**config.mk**
```make
export PLATFORM = sky130hd
export DESIGN_NAME = csr_compare_swap_control
export DESIGN_NICKNAME = d
export VERILOG_FILES = /design/src/logic/csr_swap_pkg.sv /design/src/logic/resource_cell.sv /design/src/logic/csr_compare_swap_control.sv
export VERILOG_INCLUDE_DIRS = /design/src /design/src/logic
export SDC_FILE = /design/constraint.sdc
export NUM_CORES = 1
export LEC_CHECK = 0
export BUFFER_PORTS_ARGS = -buffer_cell sky130_fd_sc_hd__buf_4
export CELL_PAD_IN_SITES_DETAIL_PLACEMENT = 1
export CELL_PAD_IN_SITES_GLOBAL_PLACEMENT = 1
export CORE_MARGIN = 3
export CORE_UTILIZATION = 32
export DETAILED_ROUTE_END_ITERATION = 12
export PLACE_DENSITY = 0.7
export SYNTH_ARGS = -nofsm -noshare
export SYNTH_HDL_FRONTEND = slang
export SYNTH_SLANG_ARGS = --single-unit
```
**constraint.sdc**
```tcl
create_clock -name core_clk_i -period 3.5 [get_ports core_clk_i]
set_input_delay 0.525 -clock core_clk_i [delete_from_list [all_inputs] [get_ports core_clk_i]]
set_output_delay 0.525 -clock core_clk_i [all_outputs]
set_load 0.01 [all_outputs]
```
**src/logic/csr_swap_consts.svh**
```systemverilog
// register offsets, field positions and reset values for the compare-swap register bank
`ifndef CSR_SWAP_CONSTS_SVH
`define CSR_SWAP_CONSTS_SVH
`define OFS_SWAP_DATA 8'h0C
`define OFS_COMPARE 8'h10
`define OFS_CONTROL 8'h14
`define OFS_ROM_FIRST 8'h18
`define DONE_BIT 31
`define SEL_HI 1
`define SEL_LO 0
`define ROM_HI_MSB 31
`define ROM_HI_LSB 16
`define ROM_LO_MSB 15
`define ROM_LO_LSB 0
`define DONE_RESET 1'h1
`define SEL_RESET 2'h0
`define ROM_HI_RESET 16'h0000
`define ROM_LO_RESET 16'h0000
`define RES_BUS_MANAGER_ID 2'h0
`define RES_BANDWIDTH 2'h1
`define RES_CHAN_HI 2'h2
`define RES_CHAN_LO 2'h3
`define ZERO_WORD 32'h0000_0000
`endif

```
**src/logic/csr_swap_pkg.sv**
```systemverilog
// types shared by the compare-swap register bank
package csr_swap_pkg;
   typedef enum logic [1:0] {
      cs_idle_e = 2'h1,
      cs_busy_e = 2'h2
   } swap_state_e;
endpackage

```
**src/logic/resource_cell.sv**
```systemverilog
// one bus-management resource with its compare-swap update
`timescale 1ns/1ps
module resource_cell #(
   parameter int WIDTH = 32,
   parameter logic [31:0] RESET_VALUE = 32'h0000_0000
) (
   input wire logic core_clk_i,
   input wire logic rst_i,
   input wire logic go_i,
   input wire logic [WIDTH-1:0] compare_i,
   input wire logic [WIDTH-1:0] swap_i,
   output logic [WIDTH-1:0] value_o
);
   // the reset value parameter is one word wide, so wider cells cannot be served
   if (WIDTH < 1 || WIDTH > 32) begin : g_width_check
      $error("resource_cell: WIDTH out of range");
   end
   logic [WIDTH-1:0] value_d;
   logic [WIDTH-1:0] value_q;
   always_comb begin
      value_d = value_q;
      if (go_i && (value_q == compare_i)) begin
         value_d = swap_i;
      end
   end
   always_ff @(posedge core_clk_i) begin
      if (rst_i) begin
         value_q <= RESET_VALUE[WIDTH-1:0];
      end else begin
         value_q <= value_d;
      end
   end
   assign value_o = value_q;
endmodule // resource_cell

```
**src/logic/csr_compare_swap_control.sv**
```systemverilog
// compare-swap control register bank with apb slave and the four bus-management resources
//
// Overview of operation
// - done flag bit 31 sets when a compare-swap on the selected resource finishes.
// - any write to the control register clears the done flag.
// - control bits 30 to 2 read zero; writes to them are ignored.
// - select 00 manager id, 01 bandwidth, 10 channels high, 11 channels low.
// - after reset control reads done=1, reserved zero; select undefined (zero here).
// - rom first quadlet is exported to remote nodes as config rom address 400h.
// - rom header bits 31..16 reset to zero and are software read/write.
// - compare operand register holds the value compared against the resource.
// - swap data register is stored into the resource only when comparison succeeds.
//
// Design decision made here: the APB slave port.
`timescale 1ns/1ps
`include "csr_swap_consts.svh"
module csr_compare_swap_control #(
   parameter logic [31:0] BUS_MANAGER_RESET = 32'h0000_003F,
   parameter logic [31:0] BANDWIDTH_RESET = 32'h0000_1333,
   parameter logic [31:0] CHAN_HI_RESET = 32'hFFFF_FFFF,
   parameter logic [31:0] CHAN_LO_RESET = 32'hFFFF_FFFF
) (
   input wire logic core_clk_i,
   input wire logic rst_i,
   input wire logic psel,
   input wire logic penable,
   input wire logic pwrite,
   input wire logic [7:0] paddr,
   input wire logic [31:0] pwdata,
   output logic [31:0] prdata,
   output logic pready,
   output logic pslverr,
   output logic [31:0] rom_first_quadlet_o,
   output logic [31:0] bus_manager_id_o,
   output logic [31:0] bandwidth_available_o,
   output logic [31:0] channels_hi_o,
   output logic [31:0] channels_lo_o
);
   // ---------------------------------------------------------
   // apb decode
   // ---------------------------------------------------------
   logic access;
   logic wr;
   logic hit_data;
   logic hit_cmp;
   logic hit_ctl;
   logic hit_rom;
   logic mapped;
   assign access = psel && penable;
   assign wr = access && pwrite;
   assign hit_data = (paddr == `OFS_SWAP_DATA);
   assign hit_cmp = (paddr == `OFS_COMPARE);
   assign hit_ctl = (paddr == `OFS_CONTROL);
   assign hit_rom = (paddr == `OFS_ROM_FIRST);
   assign mapped = hit_data || hit_cmp || hit_ctl || hit_rom;
   // zero-wait slave; unmapped addresses answer with pslverr
   assign pready = 1'b1;
   assign pslverr = access && !mapped;

   // ---------------------------------------------------------
   // operand and control registers
   // ---------------------------------------------------------
   logic [31:0] swap_q;
   logic [31:0] swap_d;
   logic [31:0] cmp_q;
   logic [31:0] cmp_d;
   logic [1:0] sel_q;
   logic [1:0] sel_d;
   logic done_q;
   logic done_d;
   logic [15:0] rom_hi_q;
   logic [15:0] rom_hi_d;
   logic [15:0] rom_lo_q;
   logic [15:0] rom_lo_d;
   csr_swap_pkg::swap_state_e state_q;
   csr_swap_pkg::swap_state_e state_d;
   logic [1:0] go_sel_q;
   logic [1:0] go_sel_d;
   logic go;

   // operands are software-written here so the host can stage a swap
   always_comb begin
      swap_d = swap_q;
      cmp_d = cmp_q;
      rom_hi_d = rom_hi_q;
      rom_lo_d = rom_lo_q;
      if (wr && hit_data) begin
         swap_d = pwdata;
      end
      if (wr && hit_cmp) begin
         cmp_d = pwdata;
      end
      if (wr && hit_rom) begin
         rom_hi_d = pwdata[`ROM_HI_MSB:`ROM_HI_LSB];
         rom_lo_d = pwdata[`ROM_LO_MSB:`ROM_LO_LSB];
      end
   end

   // ---------------------------------------------------------
   // compare-swap sequencer
   // ---------------------------------------------------------
   // a control write latches the select and launches one swap the next cycle
   always_comb begin
      state_d = state_q;
      sel_d = sel_q;
      done_d = done_q;
      go_sel_d = go_sel_q;
      go = 1'b0;
      unique case (state_q)
         csr_swap_pkg::cs_idle_e: begin
            if (wr && hit_ctl) begin
               sel_d = pwdata[`SEL_HI:`SEL_LO];
               go_sel_d = pwdata[`SEL_HI:`SEL_LO];
               done_d = 1'b0;
               state_d = csr_swap_pkg::cs_busy_e;
            end
         end
         csr_swap_pkg::cs_busy_e: begin
            go = 1'b1;
            done_d = 1'b1;
            state_d = csr_swap_pkg::cs_idle_e;
            // a write landing on completion restarts: the clear is taken as a new launch
            if (wr && hit_ctl) begin
               sel_d = pwdata[`SEL_HI:`SEL_LO];
               go_sel_d = pwdata[`SEL_HI:`SEL_LO];
               done_d = 1'b0;
               state_d = csr_swap_pkg::cs_busy_e;
            end
         end
         default: begin
            state_d = csr_swap_pkg::cs_idle_e;
         end
      endcase
   end

   always_ff @(posedge core_clk_i) begin
      if (rst_i) begin
         swap_q <= `ZERO_WORD;
         cmp_q <= `ZERO_WORD;
         rom_hi_q <= `ROM_HI_RESET;
         rom_lo_q <= `ROM_LO_RESET;
         sel_q <= `SEL_RESET;
         go_sel_q <= `SEL_RESET;
         done_q <= `DONE_RESET;
         state_q <= csr_swap_pkg::cs_idle_e;
      end else begin
         swap_q <= swap_d;
         cmp_q <= cmp_d;
         rom_hi_q <= rom_hi_d;
         rom_lo_q <= rom_lo_d;
         sel_q <= sel_d;
         go_sel_q <= go_sel_d;
         done_q <= done_d;
         state_q <= state_d;
      end
   end

   // ---------------------------------------------------------
   // bus-management resources
   // ---------------------------------------------------------
   logic [3:0] go_vec;
   logic [31:0] res_val [4];
   // one-hot launch: only the selected resource may take the swap
   always_comb begin
      go_vec = 4'h0;
      go_vec[go_sel_q] = go;
   end
   resource_cell #(.WIDTH(32), .RESET_VALUE(BUS_MANAGER_RESET)) u_res_mgr (
      .core_clk_i(core_clk_i),
      .rst_i(rst_i),
      .go_i(go_vec[`RES_BUS_MANAGER_ID]),
      .compare_i(cmp_q),
      .swap_i(swap_q),
      .value_o(res_val[`RES_BUS_MANAGER_ID])
   );
   resource_cell #(.WIDTH(32), .RESET_VALUE(BANDWIDTH_RESET)) u_res_bw (
      .core_clk_i(core_clk_i),
      .rst_i(rst_i),
      .go_i(go_vec[`RES_BANDWIDTH]),
      .compare_i(cmp_q),
      .swap_i(swap_q),
      .value_o(res_val[`RES_BANDWIDTH])
   );
   resource_cell #(.WIDTH(32), .RESET_VALUE(CHAN_HI_RESET)) u_res_chi (
      .core_clk_i(core_clk_i),
      .rst_i(rst_i),
      .go_i(go_vec[`RES_CHAN_HI]),
      .compare_i(cmp_q),
      .swap_i(swap_q),
      .value_o(res_val[`RES_CHAN_HI])
   );
   resource_cell #(.WIDTH(32), .RESET_VALUE(CHAN_LO_RESET)) u_res_clo (
      .core_clk_i(core_clk_i),
      .rst_i(rst_i),
      .go_i(go_vec[`RES_CHAN_LO]),
      .compare_i(cmp_q),
      .swap_i(swap_q),
      .value_o(res_val[`RES_CHAN_LO])
   );
   assign bus_manager_id_o = res_val[`RES_BUS_MANAGER_ID];
   assign bandwidth_available_o = res_val[`RES_BANDWIDTH];
   assign channels_hi_o = res_val[`RES_CHAN_HI];
   assign channels_lo_o = res_val[`RES_CHAN_LO];
   assign rom_first_quadlet_o = {rom_hi_q, rom_lo_q};

   // ---------------------------------------------------------
   // read mux
   // ---------------------------------------------------------
   always_comb begin
      prdata = `ZERO_WORD;
      if (hit_data) begin
         prdata = swap_q;
      end else if (hit_cmp) begin
         prdata = cmp_q;
      end else if (hit_ctl) begin
         prdata[`DONE_BIT] = done_q;
         prdata[`SEL_HI:`SEL_LO] = sel_q;
      end else if (hit_rom) begin
         prdata = {rom_hi_q, rom_lo_q};
      end
   end
endmodule // csr_compare_swap_control

```
==> impl_metrics.tcl, run 1 <==
set metrics [dict create \
    reg2reg_from "cmp_q[21]" \
    final_cell_mix "buf_4 (265), dfxtp_1 (229), nand2_1 (201), mux2i_1 (133), nor2_1 (116)" \
    routed_wirelength_mm 42.7 \
    grt_pass1_wl_mm 63.2 \
    syn2layout_area_growth_pct 28.6 \
    p_leak_nw 5.51 \
    fp.dieW_um 189 \
    endpoint_kind "output pin" \
    final_common_cell "buf_4" \
    ys_seq_area_share_pct 42.6 \
    clk_latency_ns 0.54 \
    irDropWorstVdd_mv 0.354 \
    fmax_ghz 0.341 \
    synth_cells 1234 \
    antenna_left 0 \
    startpoint_type "input pin" \
    dr_wl_met3_mm 2.89 \
    rsz0062_at_grt "no" \
    cts_sinks 229 \
    grt_overflow 0 \
    cap_violations 0 \
    crit_required_ns 2.97 \
    wl_met1_mm 18.4 \
    cts_buffers 28 \
    synth.avg_cell_area_um2 8.72 \
    wl_per_cell_um 22.6 \
    post-route-period-util_pct 83.7 \
    post-cts-setup-buffers 0 \
    cts_tree "yes" \
    hold_violations 0 \
    finClkSkew_ns 0.0112 \
    clkTransAtPathRegs_ns 0.06 \
    coreArea_um2 32900 \
    setup_viol 0 \
    slew_headroom_pct 53.7 \
    cp.arrival_ns 2.40 \
    cts_max_level 1 \
    start_util_pct 32.7 \
    hold_depth 3 \
    drv_slew 0 \
    diodes 0 \
    netSwitchingPower_mw 1.26 \
    drc 0 \
    clkPwrFrac_pct 51.8 \
    worstReg2RegEnd "u_res_chi.value_o[27]" \
    powerDensity_nw_per_um2 418 \
    combPwrFrac_pct 3.1 \
    hold_class "input pin to flop" \
    grt_max_degree 92 \
    worst_slew_pin_slew_ns 0.688 \
    numPortBuffers 237 \
    intPower_mw 4.53 \
    die_area_um2 35900 \
    seq_power_share_pct 45.1 \
    synth-seq-cells 229 \
    worstHoldStart "pwdata[26]" \
    synthFlopType "dfxtp_1" \
    fp-row-count 66 \
    clock_path_buffers 3 \
    synth_warnings 0 \
    top_layer_used "met4" \
    synth.distinct_cells 38 \
    drive_gt1_share_pct 22.4 \
    setup_ws_ns 0.570 \
    gp_congestion 0.847 \
    syn_nets 1281 \
    holdPathEnd "swap_q[26]" \
    setup_tns_ns 0 \
    num_io_pins 239 \
    post-place-ws_ns 0.557 \
    swShare_pct 21.8 \
    cts_hold_buf 0 \
    root_buffer "clkbuf_16" \
    die_h_um 189 \
    syn_area_um2 10800 \
    outcome "complete, no violations" \
    worstSetupPathType "input pin to output pin" \
    grt_antenna_before_repair 0 \
    num-nets-final 1470 \
    grt_pass1_vias 10000 \
    synth-edff-count 0 \
    dr_wl_met2_mm 20.3 \
    dp_hpwl_mm 32.3 \
    firstDrtPassIters 7 \
    r2r_slack_ns 0.88 \
    period_minus_slack_ns 2.93 \
    async_flop_share_pct 0 \
    via_per_inst 5.08 \
    cp_max_fo 23 \
    routed-via-count 9581 \
    worstRegToRegCells 6 \
    ctsResizeCount 0 \
    drtIter0Drc 761 \
    track_usage_pct 23.0 \
]
final cells by class:
class                      count  area, um2
clock buffer                  46        880
clock inverter                 6       80.1
fill                        3930      19000
inverter                      33        124
multi-input combinational    862       5560
sequential                   229       4580
tap                          442        553
timing repair buffer         269       2060
layer usage:
metal | vias up | global-route usage [%]
met1 | 4748 | 29.9
met4 | 0 | 6.03
met2 | 319 | 39.3
met3 | 51 | 4.18
li1 | 4463 | -
met5 | - | 0
synthesized netlist by cell type, drive strengths merged, types with 2 or more instances:
cell type    n  share of area [%]
mux2i      133                 12
buf         32                2.0
nand2      201                7.0
nand2b      79                4.6
nor2       116                4.0
xor2        86                7.0
nand4       14               0.81
nand4b       2               0.16
o21ai        4               0.19
and3         2               0.12
xnor2       43                3.5
a222oi      29                2.7
and2         3               0.17
clkbuf      78                2.7
nor4b        3               0.36
nor4        25                2.2
a21oi      101                4.7
nor3         4               0.19
nand3        4               0.19
dfxtp      229                 43
inv         33                1.2
ha           2               0.23
stage by stage:
step	hold slack [ns]	util [%]	power [mW]	instances	cell area (um2)
floorplan	0.439	-	2.76	1234	10800
global placement	0.454	39.2	2.84	1835	12900
detailed placement	0.463	39.2	2.84	1835	12900
CTS	0.238	42.1	5.84	1887	13800
global route	0.243	42.1	5.96	1887	13800
finish	0.253	42.1	5.79	1887	13800
worst max-delay path: stages:
cell and delay (ns):
buf_4 0.10, or4_1 0.70, nor4b_4 0.30, buf_4 0.37
a222oi_1 0.16, inv_1 0.10, buf_4 0.12
state kept, by name, indices dropped and copies added (netlist names):
name	count
cmp_q	32
done_q	1
go_sel_q	2
rom_hi_q	16
rom_lo_q	16
state_q	2
swap_q	32
u_res_bw.value_o	32
u_res_chi.value_o	32
u_res_clo.value_o	32
u_res_mgr.value_o	32
power groups by stage:
stage | Combinational (mW) | Sequential (mW) | Clock [mW]
floorplan | 0.0915 | 2.67 | 0
global placement | 0.175 | 2.67 | 0
detailed placement | 0.177 | 2.67 | 0
CTS | 0.178 | 2.61 | 3.05
global route | 0.193 | 2.61 | 3.16
finish | 0.178 | 2.61 | 3.00
worst max-delay path by stage:
stage | cells after the start | to | start
after floorplan | 7 | prdata[19] | paddr[5]
after global placement | 7 | prdata[15] | paddr[5]
after CTS | 7 | prdata[15] | paddr[5]
after global routing | 7 | prdata[15] | paddr[5]
final | 7 | prdata[10] | paddr[5]
after detailed placement | 7 | prdata[15] | paddr[5]
cell families (layout without fill, tap and decap cells):
| logic type | after synthesis | after routing | share of synthesized area, % |
|---|---|---|---|
| fa+ha+maj | 2 | 2 | 0.233 |
| xor+xnor | 129 | 129 | 10.5 |
| compound gates | 138 | 138 | 7.92 |
| other cells | 1 | 1 | 0.0349 |
| mux | 133 | 133 | 12.4 |
| simple gates | 459 | 459 | 20.4 |
| flops | 229 | 229 | 42.6 |
| buf+inv | 143 | 354 | 5.92 |
No activity file was read; power rests on OpenSTA's default activity.
==> run 2: changes to the inputs <==
--- a/config.mk
+++ b/config.mk
@@ -12,7 +12,7 @@
 export CORE_MARGIN = 3
 export CORE_UTILIZATION = 32
 export DETAILED_ROUTE_END_ITERATION = 12
-export PLACE_DENSITY = 0.7
+export PLACE_DENSITY = 0.72
 export SYNTH_ARGS = -nofsm -noshare
 export SYNTH_HDL_FRONTEND = slang
 export SYNTH_SLANG_ARGS = --single-unit
==> constraint.sdc (replaced) <==
create_clock -name core_clk_i -period 2.5 [get_ports core_clk_i]
set_input_delay 0.375 -clock core_clk_i [delete_from_list [all_inputs] [get_ports core_clk_i]]
set_output_delay 0.375 -clock core_clk_i [all_outputs]
set_load 0.01 [all_outputs]
==> impl_metrics.tcl, run 2 (synthesized netlist as in run 1, its figures left out) <==
set metrics [dict create \
    cap_violations 0 \
    drc 0 \
    rsz0062_at_grt "yes" \
    drive_gt1_share_pct 23.3 \
    path_delay_family "simple AND/OR/NAND/NOR gates" \
    holdPathEnd "cmp_q[18]" \
    setup_tns_ns -0.0150 \
    fp-row-count 66 \
    cpMostUsedCell "buf_6" \
    worstSetupPathType "input pin to output pin" \
    clkTransAtPathRegs_ns 0.05 \
    fin_area_um2 14100 \
    cts_tree "yes" \
    routed_wirelength_mm 43.0 \
    crit_path_start "paddr[5]" \
    num_io_pins 239 \
    worstReg2RegEnd "u_res_chi.value_o[26]" \
    cpPeakStageDelay_ns 0.60 \
    placed_cells 1856 \
    powerDensity_nw_per_um2 554 \
    slowest_stage "or4_4" \
    via_per_inst 5.08 \
    violations "negative setup slack" \
    startpoint_type "input pin" \
    antenna_left 0 \
    worst_slew_pin_slew_ns 0.717 \
    die_h_um 189 \
    worstHoldStart "pwdata[18]" \
    crit_required_ns 2.12 \
    crit_buf_inv 4 \
    firstDrtPassIters 7 \
    dpl_cell_area_um2 13200 \
    drtIter0Drc 689 \
    fmax_ghz 0.398 \
    coreArea_um2 32900 \
    grt_overflow 0 \
    start_util_pct 32.7 \
    track_usage_pct 23.1 \
    syn2layout_area_growth_pct 30.7 \
    grt_pass1_wl_mm 63.4 \
    cts_buffers 27 \
    r2r_slack_ns 0.22 \
    drv_slew 0 \
    irDropWorstVdd_mv 0.482 \
    final_cell_mix "buf_4 (268), dfxtp_1 (229), nand2_1 (201), mux2i_1 (133), nor2_1 (116)" \
    hold_class "input pin to flop" \
    cts_max_level 1 \
    seq_area_um2 4580 \
    final_common_cell "buf_4" \
    grt_max_degree 90 \
    n_fill_cell 3909 \
    gp_congestion 0.854 \
    fp.dieW_um 189 \
    post-cts-setup-buffers 0 \
    worstRegToRegCells 6 \
    cp.arrival_ns 2.14 \
    reg2reg_from "cmp_q[26]" \
    diodes 0 \
    multi_input_area_um2 5560 \
    post-route-period-util_pct 101 \
    dp_hpwl_mm 32.5 \
    grt_antenna_before_repair 1 \
    setup_ws_ns -0.0150 \
    cts_sinks 229 \
    path_cells "buf_6 > or4_4 > nor4b_4 > buf_4 > a222oi_1 > inv_1 > buf_6" \
    p_leak_nw 5.61 \
    outcome "finished, violations left" \
    hold_depth 3 \
    period_minus_slack_ns 2.52 \
    numPortBuffers 237 \
    hold_violations 0 \
    slew_headroom_pct 52.2 \
    finClkSkew_ns 0.00966 \
    wl_per_cell_um 22.6 \
    endpoint_kind "output pin" \
    fin_cells 1899 \
    clk_latency_ns 0.54 \
    root_buffer "clkbuf_16" \
    cp_max_fo 11 \
    die_area_um2 35900 \
    setup_viol 1 \
    num-nets-final 1490 \
    routed-via-count 9639 \
    clock_path_buffers 3 \
    grt_pass1_vias 10100 \
]
[run 2: timing repair]
action / in CTS / in global routing
gates resized for setup: 3 / 3
hold buffers: 0 / 0
endpoints found under the setup margin: 15 / 1
pin swaps: 0 / 1
[run 2: worst min-delay path: stages]
cell	delay [ns]
buf_4	0.12
nand2_1	0.05
a21oi_1	0.05
[run 2: layout make-up]
class                   instances  share of cell area [%]
multi-input cells             862                    39.5
flip-flops and latches        229                    32.6
repair buffers                290                    17.1
inverters                      33                   0.881
clock buffers                  37                    5.43
clock inverters                 6                   0.569
well taps                     442                    3.93
[run 2: metrics by stage]
stage | worst slack [ns] | util, % | power, mW | hold WS (ns)
after floorplan | 0.173 | - | 3.86 | 0.439
after global placement | -0.146 | 40.2 | 3.99 | 0.450
after detailed placement | -0.168 | 40.2 | 3.99 | 0.470
after CTS | 0.00516 | 42.8 | 7.84 | 0.0874
after global routing | -0.0346 | 42.8 | 8.01 | 0.102
final | -0.0150 | 42.8 | 7.79 | 0.101
[run 2: worst max-delay path by stage]
| stage | to | slack (ns) | cells after the start |
|---|---|---|---|
| 2_1_floorplan | prdata[19] | 0.17 | 7 |
| 3_3_place_gp | prdata[10] | -0.15 | 7 |
| 3_5_place_dp | prdata[10] | -0.17 | 7 |
| 4_1_cts | prdata[10] | 0.005 | 7 |
| 5_1_grt | prdata[10] | -0.03 | 7 |
| 6_report | prdata[10] | -0.02 | 7 |
[run 2: routing by layer]
metal | routed length (um) | part of all wire (%) | up-vias | track usage (%)
met1 | 18400 | 43 | 4725 | 29.6
met5 | 12 | 0.028 | - | 0
li1 | - | - | 4510 | -
met4 | 1490 | 3.5 | 2 | 7.73
met2 | 20700 | 48 | 325 | 39.4
met3 | 2480 | 5.8 | 77 | 4.13
[run 2: power by group]
part | internal [mW] | switching [mW]
Combinational | 0.106 | 0.158
Clock | 2.31 | 1.57
Sequential | 3.65 | 0.00174
Total | 6.06 | 1.73
